[config.mk]
export PLATFORM = sky130hd
export DESIGN_NAME = blocked_digital_input_port
export DESIGN_NICKNAME = d
export VERILOG_FILES = /design/src/verilog/input_port_pkg.sv /design/src/verilog/input_line_sync.sv /design/src/verilog/blocked_digital_input_port.sv
export SDC_FILE = /design/constraint.sdc
export NUM_CORES = 1
export LEC_CHECK = 0
export BUFFER_PORTS_ARGS = -buffer_cell sky130_fd_sc_hd__buf_4
export CAP_MARGIN = 25
export CORE_MARGIN = 10
export CORE_UTILIZATION = 55
export CTS_CLUSTER_SIZE = 25
export DETAILED_ROUTE_END_ITERATION = 8
export PLACE_DENSITY = 0.79
export SYNTH_ARGS = -nofsm -noshare
export SYNTH_HDL_FRONTEND = slang
export SYNTH_SLANG_ARGS = --single-unit
[constraint.sdc]
create_clock -name clock_i -period 3 [get_ports clock_i]
set_clock_uncertainty 0.15 [all_clocks]
set_input_delay 0.15 -clock clock_i [delete_from_list [all_inputs] [get_ports clock_i]]
set_output_delay 0.15 -clock clock_i [all_outputs]
set_load 0.02 [all_outputs]
[src/verilog/input_port_pkg.sv]
// constants shared by the blocked input port and its synchroniser
// assumes one 125 MHz clock and a synchronous active-high reset
//
// Contract
// RQ1: thirty-two lines served as four 8-line blocks
// RQ2: pointer stays latched; data reads follow inputs
// RQ3: byte bit k carries block line k
// RQ4: status byte: busy, write pending, pointer
// RQ5: write pending high for write time after writes
// RQ6: host polls pending bit before next operation
// RQ7: board owns four addresses from its base; code owns fewer for a base above 60, no wrap past 63
// RQ8: data port driven only inside own range
`default_nettype none
package input_port_pkg;

  // ==========================================================
  // widths
  localparam int LINE_COUNT  = 32;
  localparam int BLOCK_W     = 8;
  localparam int BLOCK_COUNT = 4;
  localparam int PTR_W       = 6;
  localparam int HOST_ADDR_W = 10;
  localparam int BLOCK_SEL_W = 2;

  // ==========================================================
  // host addresses
  localparam logic [HOST_ADDR_W-1:0] INPUT_DATA_PORT_ADDR = 10'h300;
  localparam logic [HOST_ADDR_W-1:0] BLOCK_POINTER_ADDR   = 10'h301;

  // ==========================================================
  // status byte layout
  localparam int STATUS_BUSY_BIT    = 7;
  localparam int STATUS_PENDING_BIT = 6;
  localparam int STATUS_PTR_MSB     = 5;
  localparam int STATUS_PTR_LSB     = 0;
  localparam logic [BLOCK_W-1:0] PENDING_MASK = 8'h40;

  // ==========================================================
  // reset values and own-range size
  localparam logic [PTR_W-1:0]   POINTER_RESET = 6'h00;
  localparam logic [BLOCK_W-1:0] RDATA_RESET   = 8'h00;
  localparam logic [PTR_W-1:0]   BLOCKS_IN_RANGE = 6'h04;

  // ==========================================================
  // timing
  localparam int CLK_PERIOD_NS     = 8;
  localparam int WRITE_PENDING_NS  = 10000;
  localparam int WRITE_PENDING_CYC =
    (WRITE_PENDING_NS + CLK_PERIOD_NS - 1) / CLK_PERIOD_NS;
  localparam int PEND_CNT_W = 11;
  localparam logic [PEND_CNT_W-1:0] PEND_LAST =
    PEND_CNT_W'(WRITE_PENDING_CYC - 1);
  localparam logic [PEND_CNT_W-1:0] PEND_ZERO = 11'h000;

  // ==========================================================
  // write pending states
  typedef enum logic [1:0] {
    PEND_IDLE   = 2'b01,
    PEND_ACTIVE = 2'b10
  } pend_state_t;

endpackage
`default_nettype wire

[src/verilog/input_line_sync.sv]
// two-flop synchroniser for the input lines and the board switch
// assumes both groups are asynchronous to clock_i
`timescale 1ns/1ps
`default_nettype none
module input_line_sync (
  input  wire logic                                clock_i,
  input  wire logic                                rst_i,
  input  wire logic [input_port_pkg::LINE_COUNT-1:0] lines_i,
  input  wire logic [input_port_pkg::PTR_W-1:0]      switch_i,
  output var  logic [input_port_pkg::LINE_COUNT-1:0] lines_o,
  output var  logic [input_port_pkg::PTR_W-1:0]      switch_o
);
  import input_port_pkg::*;

  logic [LINE_COUNT-1:0] lines_meta;
  logic [PTR_W-1:0]      switch_meta;

  // ==========================================================
  // first stage feeds only the second stage
  always_ff @(posedge clock_i) begin
    if (rst_i) begin
      lines_meta  <= '0;
      switch_meta <= '0;
      lines_o     <= '0;
      switch_o    <= '0;
    end else begin
      lines_meta  <= lines_i;
      switch_meta <= switch_i;
      lines_o     <= lines_meta;
      switch_o    <= switch_meta;
    end
  end

endmodule
`default_nettype wire

[src/verilog/blocked_digital_input_port.sv]
// blocked digital input port: 32 lines read as four 8-bit blocks
// through a latched block pointer and a data port
// assumes the host strobes come from logic on clock_i, while the
// input lines and the board address switch come from pins
`timescale 1ns/1ps
`default_nettype none
module blocked_digital_input_port (
  input  wire logic                                   clock_i,
  input  wire logic                                   rst_i,
  // host side, same clock domain
  input  wire logic [input_port_pkg::HOST_ADDR_W-1:0] host_addr_i,
  input  wire logic                                   host_rd_i,
  input  wire logic                                   host_wr_i,
  input  wire logic [input_port_pkg::BLOCK_W-1:0]     host_wdata_i,
  output var  logic [input_port_pkg::BLOCK_W-1:0]     host_rdata_o,
  output var  logic                                   host_rdata_oe_o,
  output var  logic                                   host_rdata_valid_o,
  // pins
  input  wire logic [input_port_pkg::LINE_COUNT-1:0]  lines_i,
  input  wire logic [input_port_pkg::PTR_W-1:0]       board_address_i,
  // status
  output var  logic                                   write_pending_o
);
  import input_port_pkg::*;

  // ==========================================================
  // helpers

  // offset of the pointer from the board base, modulo 64
  function automatic logic [PTR_W-1:0] ptr_offset(
    input logic [PTR_W-1:0] ptr,
    input logic [PTR_W-1:0] base
  );
    ptr_offset = ptr - base;
  endfunction

  // pointer lands on one of this board's blocks, from base up to base plus 3 and never past 63, with no wrap
  function automatic logic ptr_in_range(
    input logic [PTR_W-1:0] ptr,
    input logic [PTR_W-1:0] base
  );
    logic [PTR_W-1:0] off;
    off = ptr_offset(ptr, base);
    ptr_in_range = (ptr >= base) && (off < BLOCKS_IN_RANGE);
  endfunction

  // byte of one block; bit k is line k of that block
  function automatic logic [BLOCK_W-1:0] block_byte(
    input logic [LINE_COUNT-1:0]  lines,
    input logic [BLOCK_SEL_W-1:0] sel
  );
    block_byte = lines[sel*BLOCK_W +: BLOCK_W];
  endfunction

  // host address hits the data port
  function automatic logic hits_data_port(
    input logic [HOST_ADDR_W-1:0] addr
  );
    hits_data_port = (addr == INPUT_DATA_PORT_ADDR);
  endfunction

  // host address hits the pointer and status location
  function automatic logic hits_pointer(
    input logic [HOST_ADDR_W-1:0] addr
  );
    hits_pointer = (addr == BLOCK_POINTER_ADDR);
  endfunction

  // ==========================================================
  // synchronised pins
  logic [LINE_COUNT-1:0] lines_sync;
  logic [PTR_W-1:0]      board_base;

  input_line_sync u_sync (
    .clock_i  (clock_i),
    .rst_i    (rst_i),
    .lines_i  (lines_i),
    .switch_i (board_address_i),
    .lines_o  (lines_sync),
    .switch_o (board_base)
  );

  // ==========================================================
  // access decode
  logic rd_data;
  logic rd_ptr;
  logic wr_any;
  logic wr_ptr;

  always_comb begin
    rd_data = host_rd_i && hits_data_port(host_addr_i);
    rd_ptr  = host_rd_i && hits_pointer(host_addr_i);
    wr_ptr  = host_wr_i && hits_pointer(host_addr_i);
    // a data write stores nothing but still starts pending
    wr_any  = wr_ptr || (host_wr_i && hits_data_port(host_addr_i));
  end

  // ==========================================================
  // block pointer
  logic [PTR_W-1:0] block_pointer;
  logic [PTR_W-1:0] next_block_pointer;

  always_comb begin
    next_block_pointer = block_pointer;
    if (wr_ptr) begin
      // bits 7:6 of the write data are dropped
      // held until the host writes it again, see RQ2
      next_block_pointer = host_wdata_i[PTR_W-1:0];
    end
  end

  always_ff @(posedge clock_i) begin
    if (rst_i) begin
      block_pointer <= POINTER_RESET;
    end else begin
      block_pointer <= next_block_pointer;
    end
  end

  // ==========================================================
  // write pending timer
  pend_state_t           pend_state;
  pend_state_t           next_pend_state;
  logic [PEND_CNT_W-1:0] pend_cnt;
  logic [PEND_CNT_W-1:0] next_pend_cnt;
  logic                  next_write_pending;

  always_comb begin
    next_pend_state = pend_state;
    next_pend_cnt   = pend_cnt;
    case (pend_state)
      PEND_IDLE: begin
        if (wr_any) begin
          // high for the write time after each write, see RQ5
          next_pend_state = PEND_ACTIVE;
          next_pend_cnt   = PEND_LAST;
        end
      end
      PEND_ACTIVE: begin
        if (wr_any) begin
          // a new write restarts the full interval, see RQ5
          next_pend_cnt = PEND_LAST;
        end else if (pend_cnt == PEND_ZERO) begin
          next_pend_state = PEND_IDLE;
        end else begin
          next_pend_cnt = pend_cnt - 1'b1;
        end
      end
      default: begin
        next_pend_state = PEND_IDLE;
        next_pend_cnt   = PEND_ZERO;
      end
    endcase
    next_write_pending = (next_pend_state == PEND_ACTIVE);
  end

  always_ff @(posedge clock_i) begin
    if (rst_i) begin
      pend_state      <= PEND_IDLE;
      pend_cnt        <= PEND_ZERO;
      write_pending_o <= 1'b0;
    end else begin
      pend_state      <= next_pend_state;
      pend_cnt        <= next_pend_cnt;
      write_pending_o <= next_write_pending;
    end
  end

  // ==========================================================
  // read answer
  logic                   pending_now;
  logic [BLOCK_W-1:0]     status_byte;
  logic [PTR_W-1:0]       sel_offset;
  logic [BLOCK_SEL_W-1:0] block_sel;
  logic                   own_block;
  logic [BLOCK_W-1:0]     next_rdata;
  logic                   next_rdata_oe;
  logic                   next_rdata_valid;

  always_comb begin
    pending_now = (pend_state == PEND_ACTIVE);
    // busy follows pending: no other operation is outstanding
    status_byte = RDATA_RESET;
    status_byte[STATUS_BUSY_BIT]    = pending_now;           // see RQ4
    status_byte[STATUS_PENDING_BIT] = pending_now;           // see RQ6
    status_byte[STATUS_PTR_MSB:STATUS_PTR_LSB] = block_pointer;
    // blocks 0 to 3 at base plus index, see RQ7
    sel_offset = ptr_offset(block_pointer, board_base);
    block_sel  = sel_offset[BLOCK_SEL_W-1:0];
    own_block = ptr_in_range(block_pointer, board_base);
    next_rdata       = RDATA_RESET;
    next_rdata_oe    = 1'b0;
    next_rdata_valid = 1'b0;
    if (rd_ptr) begin
      // a read beside a write shows the old pointer
      next_rdata       = status_byte;                        // see RQ4
      next_rdata_oe    = 1'b1;
      next_rdata_valid = 1'b1;
    end else if (rd_data) begin
      // refused reads are still answered, oe stays low
      next_rdata_valid = 1'b1;
      if (own_block) begin
        // live lines of the block, bit k = line k, see RQ1 RQ3
        next_rdata    = block_byte(lines_sync, block_sel);
        next_rdata_oe = 1'b1;                                // see RQ8
      end
    end
  end

  always_ff @(posedge clock_i) begin
    if (rst_i) begin
      host_rdata_o       <= RDATA_RESET;
      host_rdata_oe_o    <= 1'b0;
      host_rdata_valid_o <= 1'b0;
    end else begin
      host_rdata_o       <= next_rdata;
      host_rdata_oe_o    <= next_rdata_oe;
      host_rdata_valid_o <= next_rdata_valid;
    end
  end

endmodule
`default_nettype wire

==> flow_metrics.env, run 1 <==
export IMPL_status="completed"
export IMPL_synth_seq_area_share_pct=54.2
export IMPL_yosys_warnings=0
export IMPL_synth_edf_count=0
export IMPL_regArea_sq_mm=0.00212
export IMPL_final_cell_mix="dfxtp_1, nor2b_1, buf_4"
export IMPL_power_density_mw_per_mm2=526
export IMPL_drive_above_1_share_pct=21.5
export IMPL_vdd_drop_max_mv=0.278
export IMPL_fmax_mhz=395
export IMPL_relSlewSlack_pct=45.7
export IMPL_fin_crit_sh_pct=84.4
export IMPL_clk_latency_ps=360
export IMPL_die_x_um=104
export IMPL_hold_viol_final=0
export IMPL_async_flop_share_pct=0
export IMPL_htreeDepth=3
export IMPL_nets=558
export IMPL_clock_sink_count=106
export IMPL_fp_coreArea_sq_mm=0.00687
export IMPL_wirelength_mm=8.04
export IMPL_ys_top_cells_by_area="dfxtp_1, nor2b_1, mux4_2"
export IMPL_numPlacedInstances=522
export IMPL_num_io_pins=71
export IMPL_hold_path_class="primary input to flip-flop"
export IMPL_setup_viol=0
export IMPL_synth_cells=371
export IMPL_grt_max_degree=87
export IMPL_postLayoutCoreUtil_pct=75.6
export IMPL_synthFlopType="dfxtp_1"
export IMPL_gp_congestion=0.784
export IMPL_leakage_nw=2.12
export IMPL_cts_buffers=9
export IMPL_routedWlPerCell_um=13.7
export IMPL_synth_top_area_share_pct=54.2
export IMPL_whs_ps=115
export IMPL_drt_drc_violations_left=0
export IMPL_multi_input_area_sq_mm=0.00167
export IMPL_grt_pass1_vias=2926
export IMPL_cts_tree="built"
export IMPL_rrSetupSlack_ps=470
export IMPL_vias=2859
export IMPL_n_antenna_cell=0
export IMPL_dp_hpwl_mm=5.39
export IMPL_synth_cell_type_count=51
export IMPL_totalPowerFinal_mw=2.73
export IMPL_layout_commonest_cell="dfxtp_1"
export IMPL_grt_overflow=0
export IMPL_clk_path_buf_depth=2
export IMPL_fill_cells=492
export IMPL_clkTransAtPathRegs_ps=100
export IMPL_drv_cap=0
export IMPL_slew_viol_final=0
export IMPL_grtUsageTotal_pct=15.1
export IMPL_cp_required_ps=3150
export IMPL_postCtsSetupBuffers=0
export IMPL_cp_start_kind="flip-flop"
export IMPL_finalNonFillerCells=588
export IMPL_io_buffers=68
export IMPL_worst_slew_pin_slew_ps=814
export IMPL_row_count=30
export IMPL_dieArea_sq_mm=0.0109
export IMPL_synth_seq_cells=106
export IMPL_antenna_left=0
export IMPL_timing_final_crit_period_ps=2530
export IMPL_synth_nets=442
export IMPL_start_util_pct=57.0
export IMPL_setup_tns_ps=0
export IMPL_clockRootBuffer="clkbuf_8"
export IMPL_grt_setup_unrepaired="false"
export IMPL_critPathArrivalTime_ps=2680
export IMPL_viasPerCell=4.86
export IMPL_critPathMaxFanout=9
export IMPL_syn_area_sq_mm=0.00391
export IMPL_worstSetupPathType="flip-flop to flip-flop"
export IMPL_die_y_um=104
export IMPL_syn_avg_cell_area_sq_um=10.5
export IMPL_yosysTopAreaCell="dfxtp_1"
export IMPL_crit_path_end_kind="flip-flop"
export IMPL_antenna_found_initial=0
export IMPL_syn_to_final_growth_pct=32.7
export IMPL_drtPass1Iterations=5
export IMPL_grt_pass1_wl_mm=13.8
export IMPL_drt_iter0_markers=61
-- critical path, stage by stage, from the launching register on --
cell and delay, ps:
dfxtp_1 340, inv_1 60, ha_1 150, inv_1 60, fa_1 410, a21o_1 190
a21oi_1 230, o221ai_1 190, a2111oi_2 350, buf_4 220, a22o_1 140
-- cells in the mapped netlist (2+ instances only) --
cell type / number
a211oi_1: 2
o21ai_0: 2
a22o_1: 8
ha_1: 10
nand3_1: 10
nand2b_1: 2
buf_2: 3
nor2b_1: 80
a21oi_1: 14
o211ai_1: 4
dfxtp_1: 106
clkbuf_1: 11
nor2_1: 22
o21ai_1: 5
or4_4: 4
inv_1: 15
nand2_1: 23
mux4_2: 8
nor3_1: 5
xor2_1: 6
-- timing repair --
action,CTS,global route
hold buffers,50,0
hold endpoints to repair,45,0
resized for setup,0,0
-- state kept, by name, indices dropped and copies added (netlist names), 2 cells and up --
signal and count:
u_sync.lines_meta 32, pend_cnt 11, block_pointer 6, u_sync.switch_o 6
u_sync.lines_o 32, host_rdata_o 8, u_sync.switch_meta 6, pend_state 2
-- cell families (layout without fill, tap and decap cells) --
logic type,after synthesis,count (layout),share of synthesized area [%]
flops,106,106,54.2
fa+ha+maj,11,11,3.71
buf+inv,32,153,3.17
mux,8,8,4.60
compound gates,47,47,8.41
simple gates,160,160,24.3
xor+xnor,7,7,1.57
-- layout make-up --
class | instances | area share, %
Sequential cell | 106 | 40.9
Multi-Input combinational cell | 233 | 32.1
Timing Repair Buffer | 120 | 19.8
Clock buffer | 9 | 2.39
Tap cell | 96 | 2.31
Clock inverter | 7 | 1.35
Inverter | 17 | 1.23
-- metrics by stage --
stage | area [sq um] | worst slack, ps
6_report | 5190 | 468
4_1_cts | 5190 | 469
3_3_place_gp | 4500 | 598
5_1_grt | 5190 | 263
3_5_place_dp | 4500 | 503
2_1_floorplan | 3910 | 463
-- path summary, 6_finish.rpt --
path                                             from  cells after the start                 end
worst max register to register       block_pointer[0]                     10     host_rdata_o[7]
worst min register to register  u_sync.lines_meta[17]                      1  u_sync.lines_o[17]
worst min-delay path                   host_addr_i[4]                      4        pend_cnt[10]
worst max-delay path                 block_pointer[0]                     10     host_rdata_o[7]
-- power by group --
part | switching, mW | leakage, nW | total, mW | internal [mW]
registers | 0.0283 | 0.871 | 1.50 | 1.47
logic | 0.185 | 1.16 | 0.398 | 0.213
clock network | 0.507 | 0.0951 | 0.830 | 0.323
total | 0.720 | 2.12 | 2.73 | 2.01
-- per-layer routing --
| metal | part of all wire, % | vias up | global-route usage, % | wire (um) |
|---|---|---|---|---|
| li1 | - | 1480 | - | - |
| met1 | 45 | 1270 | 18.6 | 3640 |
| met2 | 48 | 98 | 24.7 | 3860 |
| met3 | 5.5 | 11 | 4.83 | 443 |
| met4 | 1.2 | 0 | 4.37 | 98 |
| met5 | 0 | - | 0 | 0 |
No activity file was read; power rests on OpenSTA's default activity.
==> inputs of run 2 (changes only) <==
==> constraint.sdc (replaced) <==
create_clock -name clock_i -period 2.5 [get_ports clock_i]
set_clock_uncertainty 0.15 [all_clocks]
set_input_delay 0.125 -clock clock_i [delete_from_list [all_inputs] [get_ports clock_i]]
set_output_delay 0.125 -clock clock_i [all_outputs]
set_load 0.02 [all_outputs]
==> flow_metrics.env, run 2 (synthesized netlist as in run 1, its figures left out) <==
export IMPL_timing_final_crit_period_ps=2330
export IMPL_clk_latency_ps=370
export IMPL_numPlacedInstances=526
export IMPL_cellInternalPower_mw=2.53
export IMPL_viasPerCell=4.90
export IMPL_antenna_left=0
export IMPL_nets=563
export IMPL_fin_crit_sh_pct=93.3
export IMPL_holdPathStages=4
export IMPL_fmax_mhz=429
export IMPL_hold_path_class="primary input to flip-flop"
export IMPL_dieArea_sq_mm=0.0109
export IMPL_grt_overflow=0
export IMPL_cts_buffers=9
export IMPL_htreeDepth=3
export IMPL_ff2ff_path_depth=8
export IMPL_syn_to_final_growth_pct=35.1
export IMPL_postCtsSetupBuffers=0
export IMPL_slew_viol_final=0
export IMPL_vdd_drop_max_mv=0.383
export IMPL_routedWlPerCell_um=14.0
export IMPL_cp_start_kind="flip-flop"
export IMPL_final_cell_mix="dfxtp_1, nor2b_1, buf_4"
export IMPL_placed_area_sq_mm=0.00454
export IMPL_grt_pass1_vias=2924
export IMPL_worstHoldStart="host_addr_i[6]"
export IMPL_totalPowerFinal_mw=3.40
export IMPL_clk_path_buf_depth=2
export IMPL_drv_cap=0
export IMPL_grt_max_degree=80
export IMPL_whs_ps=99.6
export IMPL_clockPowerShare_pct=31.8
export IMPL_drtPass1Iterations=5
export IMPL_fp_coreArea_sq_mm=0.00687
export IMPL_regArea_sq_mm=0.00212
export IMPL_grt_pass1_wl_mm=13.8
export IMPL_layout_commonest_cell="dfxtp_1"
export IMPL_pre_cts_slack_ps=75.2
export IMPL_reg_largest_list="u_sync.lines_meta: 32 flops, u_sync.lines_o: 32 flops, pend_cnt: 11 flops"
export IMPL_p_comb_share_pct=15.1
export IMPL_drt_iter0_markers=83
export IMPL_fin_ws_ps=166
export IMPL_cts_tree="built"
export IMPL_drive_above_1_share_pct=22.7
export IMPL_regToRegStartpoint="block_pointer[0]"
export IMPL_io_buffers=68
export IMPL_relSlewSlack_pct=50.9
export IMPL_dp_hpwl_mm=5.41
export IMPL_hold_viol_final=0
export IMPL_clock_sink_count=106
export IMPL_postLayoutCoreUtil_pct=76.9
export IMPL_grt_setup_unrepaired="false"
export IMPL_cp_required_ps=2610
export IMPL_setup_viol=0
export IMPL_switching_share_pct=25.7
export IMPL_clockRootBuffer="clkbuf_8"
export IMPL_gp_congestion=0.795
export IMPL_vias=2908
export IMPL_wirelength_mm=8.31
export IMPL_design_area_sq_mm=0.00529
export IMPL_multi_input_area_sq_mm=0.00170
export IMPL_leakage_nw=2.15
export IMPL_p_seq_share_pct=53.1
export IMPL_drt_drc_violations_left=0
export IMPL_grtUsageTotal_pct=15.2
export IMPL_worst_slew_pin_slew_ps=736
export IMPL_critPathMaxFanout=8
export IMPL_antenna_found_initial=0
export IMPL_clkTransAtPathRegs_ps=110
export IMPL_critPathArrivalTime_ps=2440
export IMPL_die_x_um=104
export IMPL_n_antenna_cell=0
export IMPL_power_density_mw_per_mm2=643
export IMPL_rrSetupSlack_ps=170
export IMPL_fill_cells=462
export IMPL_num_io_pins=71
export IMPL_hold_path_end="pend_cnt[10]"
export IMPL_crit_path_end_kind="flip-flop"
export IMPL_worstSetupPathType="flip-flop to flip-flop"
export IMPL_reg2reg_to="host_rdata_o[7]"
export IMPL_start_util_pct=57.0
export IMPL_die_y_um=104
export IMPL_row_count=30
export IMPL_status="completed"
export IMPL_power_switching_uw=872
export IMPL_setup_tns_ps=0
export IMPL_finalNonFillerCells=593
## run 2: cell count changes in the layout (fill, tap and decap cells not counted), sizes merged
cell and change:
buf +4, bufinv +1, clkinv -2, clkinvlp +2, dlygate4sd3 +1, inv -1
## run 2: routing by layer
metal / routed length, um / GRT usage, %
met1: 3590 / 17.1
met2: 4100 / 25.9
met3: 485 / 5.14
met4: 141 / 5.86
met5: 0 / 0
## run 2: worst max path at each step
stage,start,to,slack (ps),cells past startpoint
2_1_floorplan,block_pointer[0],host_rdata_o[7],30,9
6_report,block_pointer[0],host_rdata_o[7],170,8
3_3_place_gp,block_pointer[0],host_rdata_o[7],130,10
4_1_cts,block_pointer[0],host_rdata_o[7],40,10
3_5_place_dp,block_pointer[0],host_rdata_o[7],80,10
5_1_grt,block_pointer[0],host_rdata_o[6],20,10
## run 2: cell type report
class	count	area share, %
sequential	106	40.2
multi-input combinational	233	32.1
timing repair buffer	125	20.2
clock buffer	9	2.34
tap	96	2.27
clock inverter	7	1.68
inverter	17	1.21
## run 2: critical path, cell delays in order, from the launching register on
cell and delay, ps:
dfxtp_1 340, inv_1 60, ha_1 140, inv_1 50
fa_1 750, mux4_2 360, nand2_1 80, nor2_1 50
a22o_1 240
## run 2: repair_timing
item	in CTS	in global routing
endpoints found under the hold margin	48	0
hold buffers	51	0
resized for setup	0	4
endpoints found under the setup margin	0	14
## run 2: power by group through the flow
stage	logic [mW]	registers, mW	clock network [mW]
6_report	0.512	1.80	1.08
5_1_grt	0.566	1.81	1.16
4_1_cts	0.496	1.80	1.10
3_5_place_dp	0.435	1.84	0
3_3_place_gp	0.424	1.84	0
2_1_floorplan	0.298	1.83	0
